==> src/tpg_consts.vh <==
// tpg_consts.vh: register map, field positions and reset values of the
// timer pwm channel block; definitions only, included by bare name.
`ifndef TPG_CONSTS_VH
`define TPG_CONSTS_VH

// register byte offsets on the apb bus
`define TPG_OFS_TSC 8'h00
`define TPG_OFS_CNT 8'h04
`define TPG_OFS_MOD 8'h08
`define TPG_OFS_SC0 8'h0c
`define TPG_OFS_CH0 8'h10
`define TPG_OFS_SC1 8'h14
`define TPG_OFS_CH1 8'h18
`define TPG_OFS_BST 8'h1c

// timer status/control fields
`define TPG_TSC_FLAG 7
`define TPG_TSC_IE 6
`define TPG_TSC_HALT 5
`define TPG_TSC_RST 4
`define TPG_TSC_PS_HI 2
`define TPG_TSC_PS_LO 0

// channel status/control fields
`define TPG_SC_FLAG 7
`define TPG_SC_IE 6
`define TPG_SC_MSB 5
`define TPG_SC_MSA 4
`define TPG_SC_ELSB 3
`define TPG_SC_ELSA 2
`define TPG_SC_TOV 1
`define TPG_SC_MAX 0
`define TPG_SC_CFG_HI 5
`define TPG_SC_CFG_LO 0

// reset values
`define TPG_RST_MOD 16'hffff
`define TPG_RST_CNT 16'h0000
`define TPG_RST_PS 3'h0
`define TPG_RST_CFG 6'h00

// prescale stage count and the unused select code
`define TPG_PRE_BITS 6
`define TPG_PS_UNUSED 3'h7

`endif

==> src/tpg_timer_pwm.v <==
// tpg_timer_pwm.v: two channel 16-bit modulo timer with pwm output,
// apb register slave, buffered channel pair and flag/irq logic.
// assumes apb signals are synchronous to clk_sys and low power and break
// states arrive as levels from the system controller.
//
// The implementer's own choices: the APB register port and the register offsets.
`timescale 1ns/10ps
`include "tpg_consts.vh"

module tpg_timer_pwm
#(
    parameter WIDTH = 16
)
(
    // clock, reset, enable
    input wire clk_sys,
    input wire reset,
    input wire clk_en,
    // apb slave
    input wire psel,
    input wire penable,
    input wire pwrite,
    input wire [7:0] paddr,
    input wire [31:0] pwdata,
    output reg [31:0] prdata,
    output wire pready,
    output wire pslverr,
    // system states
    input wire wait_mode,
    input wire stop_mode,
    input wire break_active,
    input wire break_clear_enable,
    // input capture events from the edge logic
    input wire [1:0] capture_event,
    // channel pins
    output wire channel0_pin_out,
    output wire channel0_pin_oe,
    output wire channel1_pin_out,
    output wire channel1_pin_oe,
    // requests
    output wire irq_req,
    output wire wake_req
);
    // register state
    reg wrap_flag;
    reg wrap_irq_enable;
    reg counter_halt_bit;
    reg [2:0] prescale_select;
    reg [WIDTH-1:0] period_limit_regs;
    reg [WIDTH-1:0] counter;
    reg [1:0] channel_event_flag;
    reg [1:0] channel_irq_enable;
    reg [5:0] ch_cfg0;
    reg [5:0] ch_cfg1;
    reg [WIDTH-1:0] cmp0;
    reg [WIDTH-1:0] cmp1;
    reg wrap_arm;
    reg [1:0] ch_arm;
    reg active_pair;
    reg pair_pending;
    reg last_written;

    wire acc;
    wire wr;
    wire rd;
    wire clr_ok;
    wire run;
    wire tick;
    wire wrap;
    wire trst;
    wire buffered;
    wire [1:0] out_mode;
    wire [1:0] match;
    wire [1:0] pin_level;
    wire [1:0] flag_set;
    wire [WIDTH-1:0] cmp_sel0;
    wire [2*WIDTH-1:0] cmp_bus;
    wire [5:0] cfg_bus [0:1];
    reg [31:0] next_prdata;

    // true when an access targets the given offset
    function hit;
        input [7:0] addr;
        input [7:0] ofs;
        begin
            hit = (addr == ofs);
        end
    endfunction

    // known offsets answer without error
    function mapped;
        input [7:0] addr;
        begin
            mapped = hit(addr, `TPG_OFS_TSC) || hit(addr, `TPG_OFS_CNT) ||
                     hit(addr, `TPG_OFS_MOD) || hit(addr, `TPG_OFS_SC0) ||
                     hit(addr, `TPG_OFS_CH0) || hit(addr, `TPG_OFS_SC1) ||
                     hit(addr, `TPG_OFS_CH1) || hit(addr, `TPG_OFS_BST);
        end
    endfunction

    // sticky flag update: a set in the clearing cycle wins over the clear
    function next_flag;
        input flag;
        input set;
        input arm;
        input clr_wr;
        begin
            next_flag = set | (flag & ~(arm & clr_wr));
        end
    endfunction

    // first clearing step: a read while set arms, a new set disarms
    function next_arm;
        input arm;
        input flag;
        input set;
        input rd_hit;
        input wr_hit;
        begin
            if (set)
                next_arm = 1'b0;
            else if (rd_hit && flag)
                next_arm = 1'b1;
            else if (wr_hit)
                next_arm = 1'b0;
            else
                next_arm = arm;
        end
    endfunction

    // bus handshake; in wait mode the registers are out of reach
    assign pready = clk_en;
    assign pslverr = psel && penable && (wait_mode || !mapped(paddr));
    assign acc = psel && penable && clk_en && !wait_mode && mapped(paddr);
    assign wr = acc && pwrite;
    assign rd = acc && !pwrite;
    // during break, status bits only change if break clearing is enabled
    assign clr_ok = !break_active || break_clear_enable;

    // counting is frozen by the halt bit, stop mode and break
    assign run = clk_en && !counter_halt_bit && !stop_mode &&
                 !break_active;
    assign trst = wr && hit(paddr, `TPG_OFS_TSC) && pwdata[`TPG_TSC_RST];
    assign wrap = tick && (counter == period_limit_regs);

    tpg_prescaler u_pre
    (
        .clk_sys(clk_sys),
        .reset(reset),
        .clk_en(clk_en),
        .run(run),
        .clear(trst),
        .prescale_select(prescale_select),
        .tick(tick)
    );

    // modulo up-counter: zero and the limit both count, so period = mod + 1
    always @(posedge clk_sys)
    begin
        if (reset)
            counter <= `TPG_RST_CNT;
        else if (clk_en)
        begin
            if (trst)
                counter <= `TPG_RST_CNT;
            else if (wrap)
                counter <= `TPG_RST_CNT;
            else if (tick)
                counter <= counter + 1'b1;
        end
    end

    // buffered mode comes from channel 0 and overrides its bit a
    assign buffered = ch_cfg0[`TPG_SC_MSB - `TPG_SC_CFG_LO];
    assign out_mode[0] = buffered ||
                         (ch_cfg0[`TPG_SC_MSA] &&
                          (ch_cfg0[`TPG_SC_ELSB] ||
                           ch_cfg0[`TPG_SC_ELSA]));
    assign out_mode[1] = !buffered && ch_cfg1[`TPG_SC_MSA] &&
                         (ch_cfg1[`TPG_SC_ELSB] ||
                          ch_cfg1[`TPG_SC_ELSA]);
    assign cmp_sel0 = (buffered && active_pair) ? cmp1 : cmp0;
    assign cmp_bus = {cmp1, cmp_sel0};
    assign cfg_bus[0] = ch_cfg0;
    assign cfg_bus[1] = ch_cfg1;

    // one compare engine per channel
    genvar gi;
    generate
        for (gi = 0; gi < 2; gi = gi + 1)
        begin : g_ch
            tpg_oc_channel #(.WIDTH(WIDTH)) u_ch
            (
                .clk_sys(clk_sys),
                .reset(reset),
                .clk_en(clk_en),
                .tick(tick),
                .wrap(wrap),
                .count(counter),
                .compare(cmp_bus[gi*WIDTH +: WIDTH]),
                .out_mode(out_mode[gi]),
                .edge_level_sel_lo(cfg_bus[gi][`TPG_SC_ELSA]),
                .toggle_on_wrap_bit(cfg_bus[gi][`TPG_SC_TOV]),
                .full_duty_bit(cfg_bus[gi][`TPG_SC_MAX]),
                .pin_level(pin_level[gi]),
                .match(match[gi])
            );
        end
    endgenerate

    // pins: channel 1 is handed back to port logic in buffered mode
    assign channel0_pin_out = pin_level[0];
    assign channel0_pin_oe = out_mode[0];
    assign channel1_pin_out = pin_level[1];
    assign channel1_pin_oe = out_mode[1];

    // captures are blocked while frozen; channel 1 is dead when buffered
    assign flag_set[0] = match[0] || (capture_event[0] && run);
    assign flag_set[1] = !buffered &&
                         (match[1] || (capture_event[1] && run));

    // active pair: switch at wrap to the pair written last
    always @(posedge clk_sys)
    begin
        if (reset)
        begin
            active_pair <= 1'b0;
            pair_pending <= 1'b0;
            last_written <= 1'b0;
        end
        else if (clk_en)
        begin
            if (!buffered)
            begin
                active_pair <= 1'b0;
                pair_pending <= 1'b0;
            end
            else
            begin
                if (wrap && pair_pending)
                    active_pair <= last_written;
                if (wr && (hit(paddr, `TPG_OFS_CH0) ||
                           hit(paddr, `TPG_OFS_CH1)))
                begin
                    last_written <= hit(paddr, `TPG_OFS_CH1);
                    pair_pending <= 1'b1;
                end
                else if (wrap)
                    pair_pending <= 1'b0;
            end
        end
    end

    // control registers; the counter reset bit is a strobe, never stored
    always @(posedge clk_sys)
    begin
        if (reset)
        begin
            wrap_irq_enable <= 1'b0;
            counter_halt_bit <= 1'b1;
            prescale_select <= `TPG_RST_PS;
            period_limit_regs <= `TPG_RST_MOD;
            channel_irq_enable <= 2'h0;
            ch_cfg0 <= `TPG_RST_CFG;
            ch_cfg1 <= `TPG_RST_CFG;
            cmp0 <= {WIDTH{1'b0}};
            cmp1 <= {WIDTH{1'b0}};
        end
        else if (wr)
        begin
            if (hit(paddr, `TPG_OFS_TSC))
            begin
                wrap_irq_enable <= pwdata[`TPG_TSC_IE];
                counter_halt_bit <= pwdata[`TPG_TSC_HALT];
                prescale_select <= pwdata[`TPG_TSC_PS_HI:`TPG_TSC_PS_LO];
            end
            if (hit(paddr, `TPG_OFS_MOD))
                period_limit_regs <= pwdata[WIDTH-1:0];
            if (hit(paddr, `TPG_OFS_SC0))
            begin
                channel_irq_enable[0] <= pwdata[`TPG_SC_IE];
                ch_cfg0 <= pwdata[`TPG_SC_CFG_HI:`TPG_SC_CFG_LO];
            end
            if (hit(paddr, `TPG_OFS_SC1) && !buffered)
            begin
                channel_irq_enable[1] <= pwdata[`TPG_SC_IE];
                ch_cfg1 <= pwdata[`TPG_SC_CFG_HI:`TPG_SC_CFG_LO];
            end
            if (hit(paddr, `TPG_OFS_CH0))
                cmp0 <= pwdata[WIDTH-1:0];
            if (hit(paddr, `TPG_OFS_CH1))
                cmp1 <= pwdata[WIDTH-1:0];
        end
    end

    // flags: read while set, then write zero; writing one does nothing
    always @(posedge clk_sys)
    begin
        if (reset)
        begin
            wrap_flag <= 1'b0;
            wrap_arm <= 1'b0;
            channel_event_flag <= 2'h0;
            ch_arm <= 2'h0;
        end
        else if (clk_en)
        begin
            wrap_flag <= next_flag(wrap_flag, wrap, wrap_arm,
                wr && clr_ok && hit(paddr, `TPG_OFS_TSC) &&
                !pwdata[`TPG_TSC_FLAG]);
            wrap_arm <= next_arm(wrap_arm, wrap_flag, wrap,
                rd && clr_ok && hit(paddr, `TPG_OFS_TSC),
                wr && clr_ok && hit(paddr, `TPG_OFS_TSC));
            channel_event_flag[0] <= next_flag(channel_event_flag[0],
                flag_set[0], ch_arm[0],
                wr && clr_ok && hit(paddr, `TPG_OFS_SC0) &&
                !pwdata[`TPG_SC_FLAG]);
            ch_arm[0] <= next_arm(ch_arm[0], channel_event_flag[0],
                flag_set[0], rd && clr_ok && hit(paddr, `TPG_OFS_SC0),
                wr && clr_ok && hit(paddr, `TPG_OFS_SC0));
            channel_event_flag[1] <= next_flag(channel_event_flag[1],
                flag_set[1], ch_arm[1],
                wr && clr_ok && !buffered && hit(paddr, `TPG_OFS_SC1) &&
                !pwdata[`TPG_SC_FLAG]);
            ch_arm[1] <= next_arm(ch_arm[1], channel_event_flag[1],
                flag_set[1], rd && clr_ok && hit(paddr, `TPG_OFS_SC1),
                wr && clr_ok && hit(paddr, `TPG_OFS_SC1));
        end
    end

    // requests gated by enables; the same level wakes the controller
    assign irq_req = (wrap_flag && wrap_irq_enable) ||
                     (channel_event_flag[0] && channel_irq_enable[0]) ||
                     (channel_event_flag[1] && channel_irq_enable[1] &&
                      !buffered);
    assign wake_req = irq_req;

    // read mux, sampled in the setup phase so data is a flop in access
    always @*
    begin
        next_prdata = 32'h0000_0000;
        case (paddr)
            `TPG_OFS_TSC:
            begin
                next_prdata[`TPG_TSC_FLAG] = wrap_flag;
                next_prdata[`TPG_TSC_IE] = wrap_irq_enable;
                next_prdata[`TPG_TSC_HALT] = counter_halt_bit;
                next_prdata[`TPG_TSC_PS_HI:`TPG_TSC_PS_LO] = prescale_select;
            end
            `TPG_OFS_CNT: next_prdata[WIDTH-1:0] = counter;
            `TPG_OFS_MOD: next_prdata[WIDTH-1:0] = period_limit_regs;
            `TPG_OFS_SC0:
            begin
                next_prdata[`TPG_SC_FLAG] = channel_event_flag[0];
                next_prdata[`TPG_SC_IE] = channel_irq_enable[0];
                next_prdata[`TPG_SC_CFG_HI:`TPG_SC_CFG_LO] = ch_cfg0;
            end
            `TPG_OFS_CH0: next_prdata[WIDTH-1:0] = cmp0;
            `TPG_OFS_SC1:
            begin
                next_prdata[`TPG_SC_FLAG] = channel_event_flag[1];
                next_prdata[`TPG_SC_IE] = channel_irq_enable[1];
                next_prdata[`TPG_SC_CFG_HI:`TPG_SC_CFG_LO] = ch_cfg1;
            end
            `TPG_OFS_CH1: next_prdata[WIDTH-1:0] = cmp1;
            `TPG_OFS_BST: next_prdata[0] = active_pair;
            default: next_prdata = 32'h0000_0000;
        endcase
    end

    // read data register
    always @(posedge clk_sys)
    begin
        if (reset)
            prdata <= 32'h0000_0000;
        else if (clk_en && psel && !penable)
            prdata <= next_prdata;
    end
endmodule // tpg_timer_pwm

==> src/tpg_prescaler.v <==
// tpg_prescaler.v: bus clock divider giving the counter clock tick.
// assumes run is low whenever the counter must hold still.
`timescale 1ns/10ps
`include "tpg_consts.vh"

module tpg_prescaler
(
    // clock and reset
    input wire clk_sys,
    input wire reset,
    input wire clk_en,
    // control
    input wire run,
    input wire clear,
    input wire [2:0] prescale_select,
    // timer clock event
    output wire tick
);
    reg [`TPG_PRE_BITS-1:0] stage;
    wire [`TPG_PRE_BITS-1:0] mask;

    // divide by 2^select: tick when all selected low stage bits are ones
    assign mask = ~({`TPG_PRE_BITS{1'b1}} << prescale_select);
    assign tick = run && (prescale_select != `TPG_PS_UNUSED) &&
                  ((stage & mask) == mask);

    // stage counter; clear wins so a counter reset restarts the divider
    always @(posedge clk_sys)
    begin
        if (reset)
            stage <= {`TPG_PRE_BITS{1'b0}};
        else if (clk_en)
        begin
            if (clear)
                stage <= {`TPG_PRE_BITS{1'b0}};
            else if (run)
                stage <= stage + 1'b1;
        end
    end
endmodule // tpg_prescaler

==> src/tpg_oc_channel.v <==
// tpg_oc_channel.v: one output compare channel with toggle on wrap.
// assumes count, wrap and tick come from the shared modulo counter.
`timescale 1ns/10ps
`include "tpg_consts.vh"

module tpg_oc_channel
#(
    parameter WIDTH = 16
)
(
    // clock and reset
    input wire clk_sys,
    input wire reset,
    input wire clk_en,
    // counter
    input wire tick,
    input wire wrap,
    input wire [WIDTH-1:0] count,
    input wire [WIDTH-1:0] compare,
    // configuration
    input wire out_mode,
    input wire edge_level_sel_lo,
    input wire toggle_on_wrap_bit,
    input wire full_duty_bit,
    // results
    output reg pin_level,
    output wire match
);
    // live compare against the written value, no shadow copy
    assign match = out_mode && tick && (count == compare);

    // wrap toggles, compare forces the level picked by the low select bit
    always @(posedge clk_sys)
    begin
        if (reset)
            pin_level <= 1'b0;
        else if (clk_en && out_mode)
        begin
            if (full_duty_bit && toggle_on_wrap_bit)
                pin_level <= ~edge_level_sel_lo;
            else if (wrap && toggle_on_wrap_bit)
                pin_level <= ~pin_level;
            else if (match)
                pin_level <= edge_level_sel_lo;
        end
    end
endmodule // tpg_oc_channel

==> config.mk <==
export PLATFORM = sky130hd
export DESIGN_NAME = tpg_timer_pwm
export DESIGN_NICKNAME = d
export VERILOG_FILES = /design/src/tpg_timer_pwm.v /design/src/tpg_prescaler.v /design/src/tpg_oc_channel.v
export VERILOG_INCLUDE_DIRS = /design/src
export SDC_FILE = /design/constraint.sdc
export NUM_CORES = 1
export LEC_CHECK = 0
export BUFFER_PORTS_ARGS = -buffer_cell sky130_fd_sc_hd__buf_2
export CORE_ASPECT_RATIO = 1.4
export CORE_UTILIZATION = 52
export DETAILED_ROUTE_END_ITERATION = 12
export PLACE_DENSITY = 0.88
export REMOVE_ABC_BUFFERS = 1
export SYNTH_ARGS = -nofsm -noshare
export SYNTH_HDL_FRONTEND = slang
export SYNTH_SLANG_ARGS = --single-unit
==> constraint.sdc <==
create_clock -name clk_sys -period 2.3 [get_ports clk_sys]
set_input_delay 0.46 -clock clk_sys [delete_from_list [all_inputs] [get_ports clk_sys]]
set_output_delay 0.46 -clock clk_sys [all_outputs]
set_load 0.05 [all_outputs]
==> flow_metrics.py <==
metrics = {
    "outcome": {
        "status": "finished clean",
    },
    "drt": {
        "ant_nets": 0,
        "vias": 6520,
        "post_drt_wl_per_cell_um": 20.12,
        "viasPerCell": 6.318,
        "wirelength_um": 20760,
        "drtIter0Drc": 675,
        "dr.pass1.iters": 6,
        "drc": 0,
    },
    "setup_path": {
        "reg2reg_depth": 9,
        "reg2reg_from": "ch_cfg0[5]",
        "cp-end-kind": "flop",
        "worst_ep_required_time_ns": 2.58,
        "crit_arrival_ns": 2.58,
        "startpoint_type": "flop",
        "worstSetupStartpoint": "ch_cfg0[5]",
        "criticalPathCategory": "reg -> reg",
        "path_max_fanout": 7,
    },
    "clocking": {
        "root_buffer": "clkbuf_16",
        "cts_sinks": 116,
        "clk-insertion-delay-late_ns": 0.42,
        "htreeDepth": 4,
        "cts_buffers": 17,
        "clk_path_buf_depth": 2,
        "cts_tree": "yes",
        "cts_hold_buf": 0,
        "cts.clk_slew.worst_paths_ns": 0.06,
    },
    "cells_and_area": {
        "post-route-util_pct": 67.65,
        "stdcell_count": 1032,
        "drive_gt1_share_pct": 22.75,
        "n_antenna_cell": 0,
        "fill_cells": 860,
        "layout_common_cells": "nand2_1 (123), dfxtp_1 (114), buf_4 (79)",
        "area_growth_pct": 25.67,
        "final_common_cell": "nand2_1",
        "final_nets": 930,
    },
    "yosys": {
        "synth-seq-cells": 116,
        "ys_types": 68,
        "synth-edff-count": 0,
        "syn_area_um2": 6166,
        "async_reset_ff_share_pct": 0,
        "synthCells": 774,
        "yosysTopAreaCell": "dfxtp_1",
        "avgSynthCellArea_um2": 7.966,
        "synthFlopType": "dfxtp_1",
        "yosysWarnings": 0,
        "synth_top_area_share_pct": 37.66,
        "yosysSeqAreaShare_pct": 37.66,
        "synth_area_leaders": "dfxtp_1 (38%), nand2_1 (7.5%), xor2_1 (6.0%)",
    },
    "global_route": {
        "grt_pass1_vias": 6169,
        "grt_max_degree": 61,
        "grt_pass1_wl_um": 32350,
        "grt_overflow": 0,
        "grt_antenna_before_repair": 0,
        "track_usage_pct": 35.23,
    },
    "timing": {
        "tightest_slew_ns": 0.5933,
        "fin_crit_sh_pct": 99.77,
        "max_freq_mhz": 435.8,
        "setup_violations": 0,
        "maxSlewHeadroom_pct": 60.44,
        "timing.final.max_slew_violations": 0,
        "layout_min_cycle_time_ns": 2.295,
        "hold_viol": 0,
        "finalClockSkew_ns": 0.006692,
    },
    "power": {
        "p_leak_nw": 3.175,
        "vdd_drop_max_v": 0.0005012,
        "power_w": 0.005077,
        "power.density_nw_per_um2": 655.2,
    },
    "worst_hold_path": {
        "hold_start": "pwdata[10]",
        "worstHoldPathCells": 3,
        "hold_class": "in -> reg",
    },
    "floorplanning": {
        "die_w_um": 94.03,
        "pin_count": 92,
        "die_area_um2": 12300,
        "fp-row-count": 46,
        "dieHeight_um": 130.8,
        "design.core.area_um2": 11450,
        "start_util_pct": 53.83,
    },
    "placement": {
        "hpwlAfterDp_um": 14130,
        "dpl.cell_count": 999,
        "place.gp.congestion": 1.018,
        "portBuffers": 59,
    },
    "job": {
        "maxCapViolations": 0,
    },
}
## cells in the mapped netlist, drive strengths merged, types with 3 or more instances
| library cell | n |
|---|---|
| nor2b | 11 |
| clkbuf | 41 |
| a221oi | 5 |
| nand4 | 8 |
| o21ai | 14 |
| a21oi | 62 |
| mux2i | 21 |
| or2 | 3 |
| or3 | 4 |
| nand3b | 18 |
| a211oi | 5 |
| nand2 | 123 |
| xor2 | 42 |
| nor3 | 12 |
| a21bo | 3 |
| a22oi | 34 |
| nand3 | 26 |
| and2 | 10 |
| nor4 | 14 |
| a22o | 4 |
| xnor2 | 15 |
| buf | 37 |
| a21boi | 3 |
| and3 | 12 |
| nand2b | 4 |
| nor2 | 72 |
| inv | 12 |
| a222oi | 6 |
| dfxtp | 116 |
## path summary, 6_finish.rpt
| path | slack, ns | to |
|---|---|---|
| worst max-delay path | 0.005 | ch_arm[0] |
| worst min-delay path | 0.29 | period_limit_regs[10] |
| worst max register to register | 0.005 | ch_arm[0] |
| worst min register to register | 0.47 | last_written |
## layout make-up
class | instances | area, um2 | area share [%]
tap | 144 | 180.2 | 2.325
clock inverter | 12 | 178.9 | 2.309
multi-input combinational | 583 | 3528 | 45.54
sequential | 116 | 2330 | 30.07
timing repair buffer | 146 | 1033 | 13.34
inverter | 12 | 45.04 | 0.5813
clock buffer | 19 | 452.9 | 5.845
## sequential cells by signal, indices dropped and copies added (netlist names)
name / count
counter: 16
period_limit_regs: 16
u_pre.stage: 6
ch_cfg1: 6
counter_halt_bit: 1
prescale_select: 3
ch_cfg0: 6
ch_arm: 2
wrap_flag: 1
cmp1: 16
g_ch.u_ch.pin_level: 2
last_written: 1
pair_pending: 1
channel_irq_enable: 2
cmp0: 16
prdata: 16
active_pair: 1
channel_event_flag: 2
wrap_arm: 1
wrap_irq_enable: 1
## where the power goes
part	internal (W)	switching (W)	leakage, nW
clock	0.00186	0.000976	0.290
combinational	0.0000593	0.000169	1.95
sequential	0.00201	0.00000110	0.936
## worst max-delay path, cell delays in order (launching register included)
cell and delay (ns):
dfxtp_4 0.41, buf_2 0.21, nand2_1 0.18, nor4_2 0.44, a22oi_1 0.11, a21oi_1 0.17, nand4b_1 0.27, buf_4 0.24
nand2_1 0.06, nor4_1 0.05
## cells by family (layout without fill, tap and decap cells)
family	after synthesis	after routing	share of synthesized area (%)
adders and majority gates	2	2	0.4058
other	1	16	0.06082
and+or+nand+nor	326	326	25.49
buffers and inverters	90	189	7.001
AOI/OAI and AO/OA	161	161	17.88
muxes	21	21	3.409
xor gates and xnor gates	57	57	8.097
DFF	116	116	37.66
## timing repair
action | in CTS | in global routing
setup endpoints to repair | 3 | 22
gates resized for setup | 2 | 14
pin swaps | 0 | 6
buffers inserted | 0 | 2
## routing by layer
| layer | vias up | part of all wire [%] | global-route usage (%) |
|---|---|---|---|
| met3 | 154 | 9.4 | 9.606 |
| met5 | - | 0 | 0 |
| li1 | 2870 | - | - |
| met2 | 486 | 48 | 58.78 |
| met1 | 3010 | 34 | 38.01 |
| met4 | 0 | 9.0 | 26.33 |
## per-stage QoR
step                hold slack [ns]  instance area [um2]  TNS [ns]  setup WS, ns
finish                       0.2894                 7749         0      0.005328
global route                 0.2959                 7749  -0.06903      -0.02855
CTS                          0.2844                 7671         0      0.002588
detailed placement           0.4581                 7037    -7.203       -0.3341
global placement             0.4439                 7037    -4.483       -0.2984
floorplan                    0.4213                 5836    -16.04       -0.6642
No activity file was read; power rests on OpenSTA's default activity.
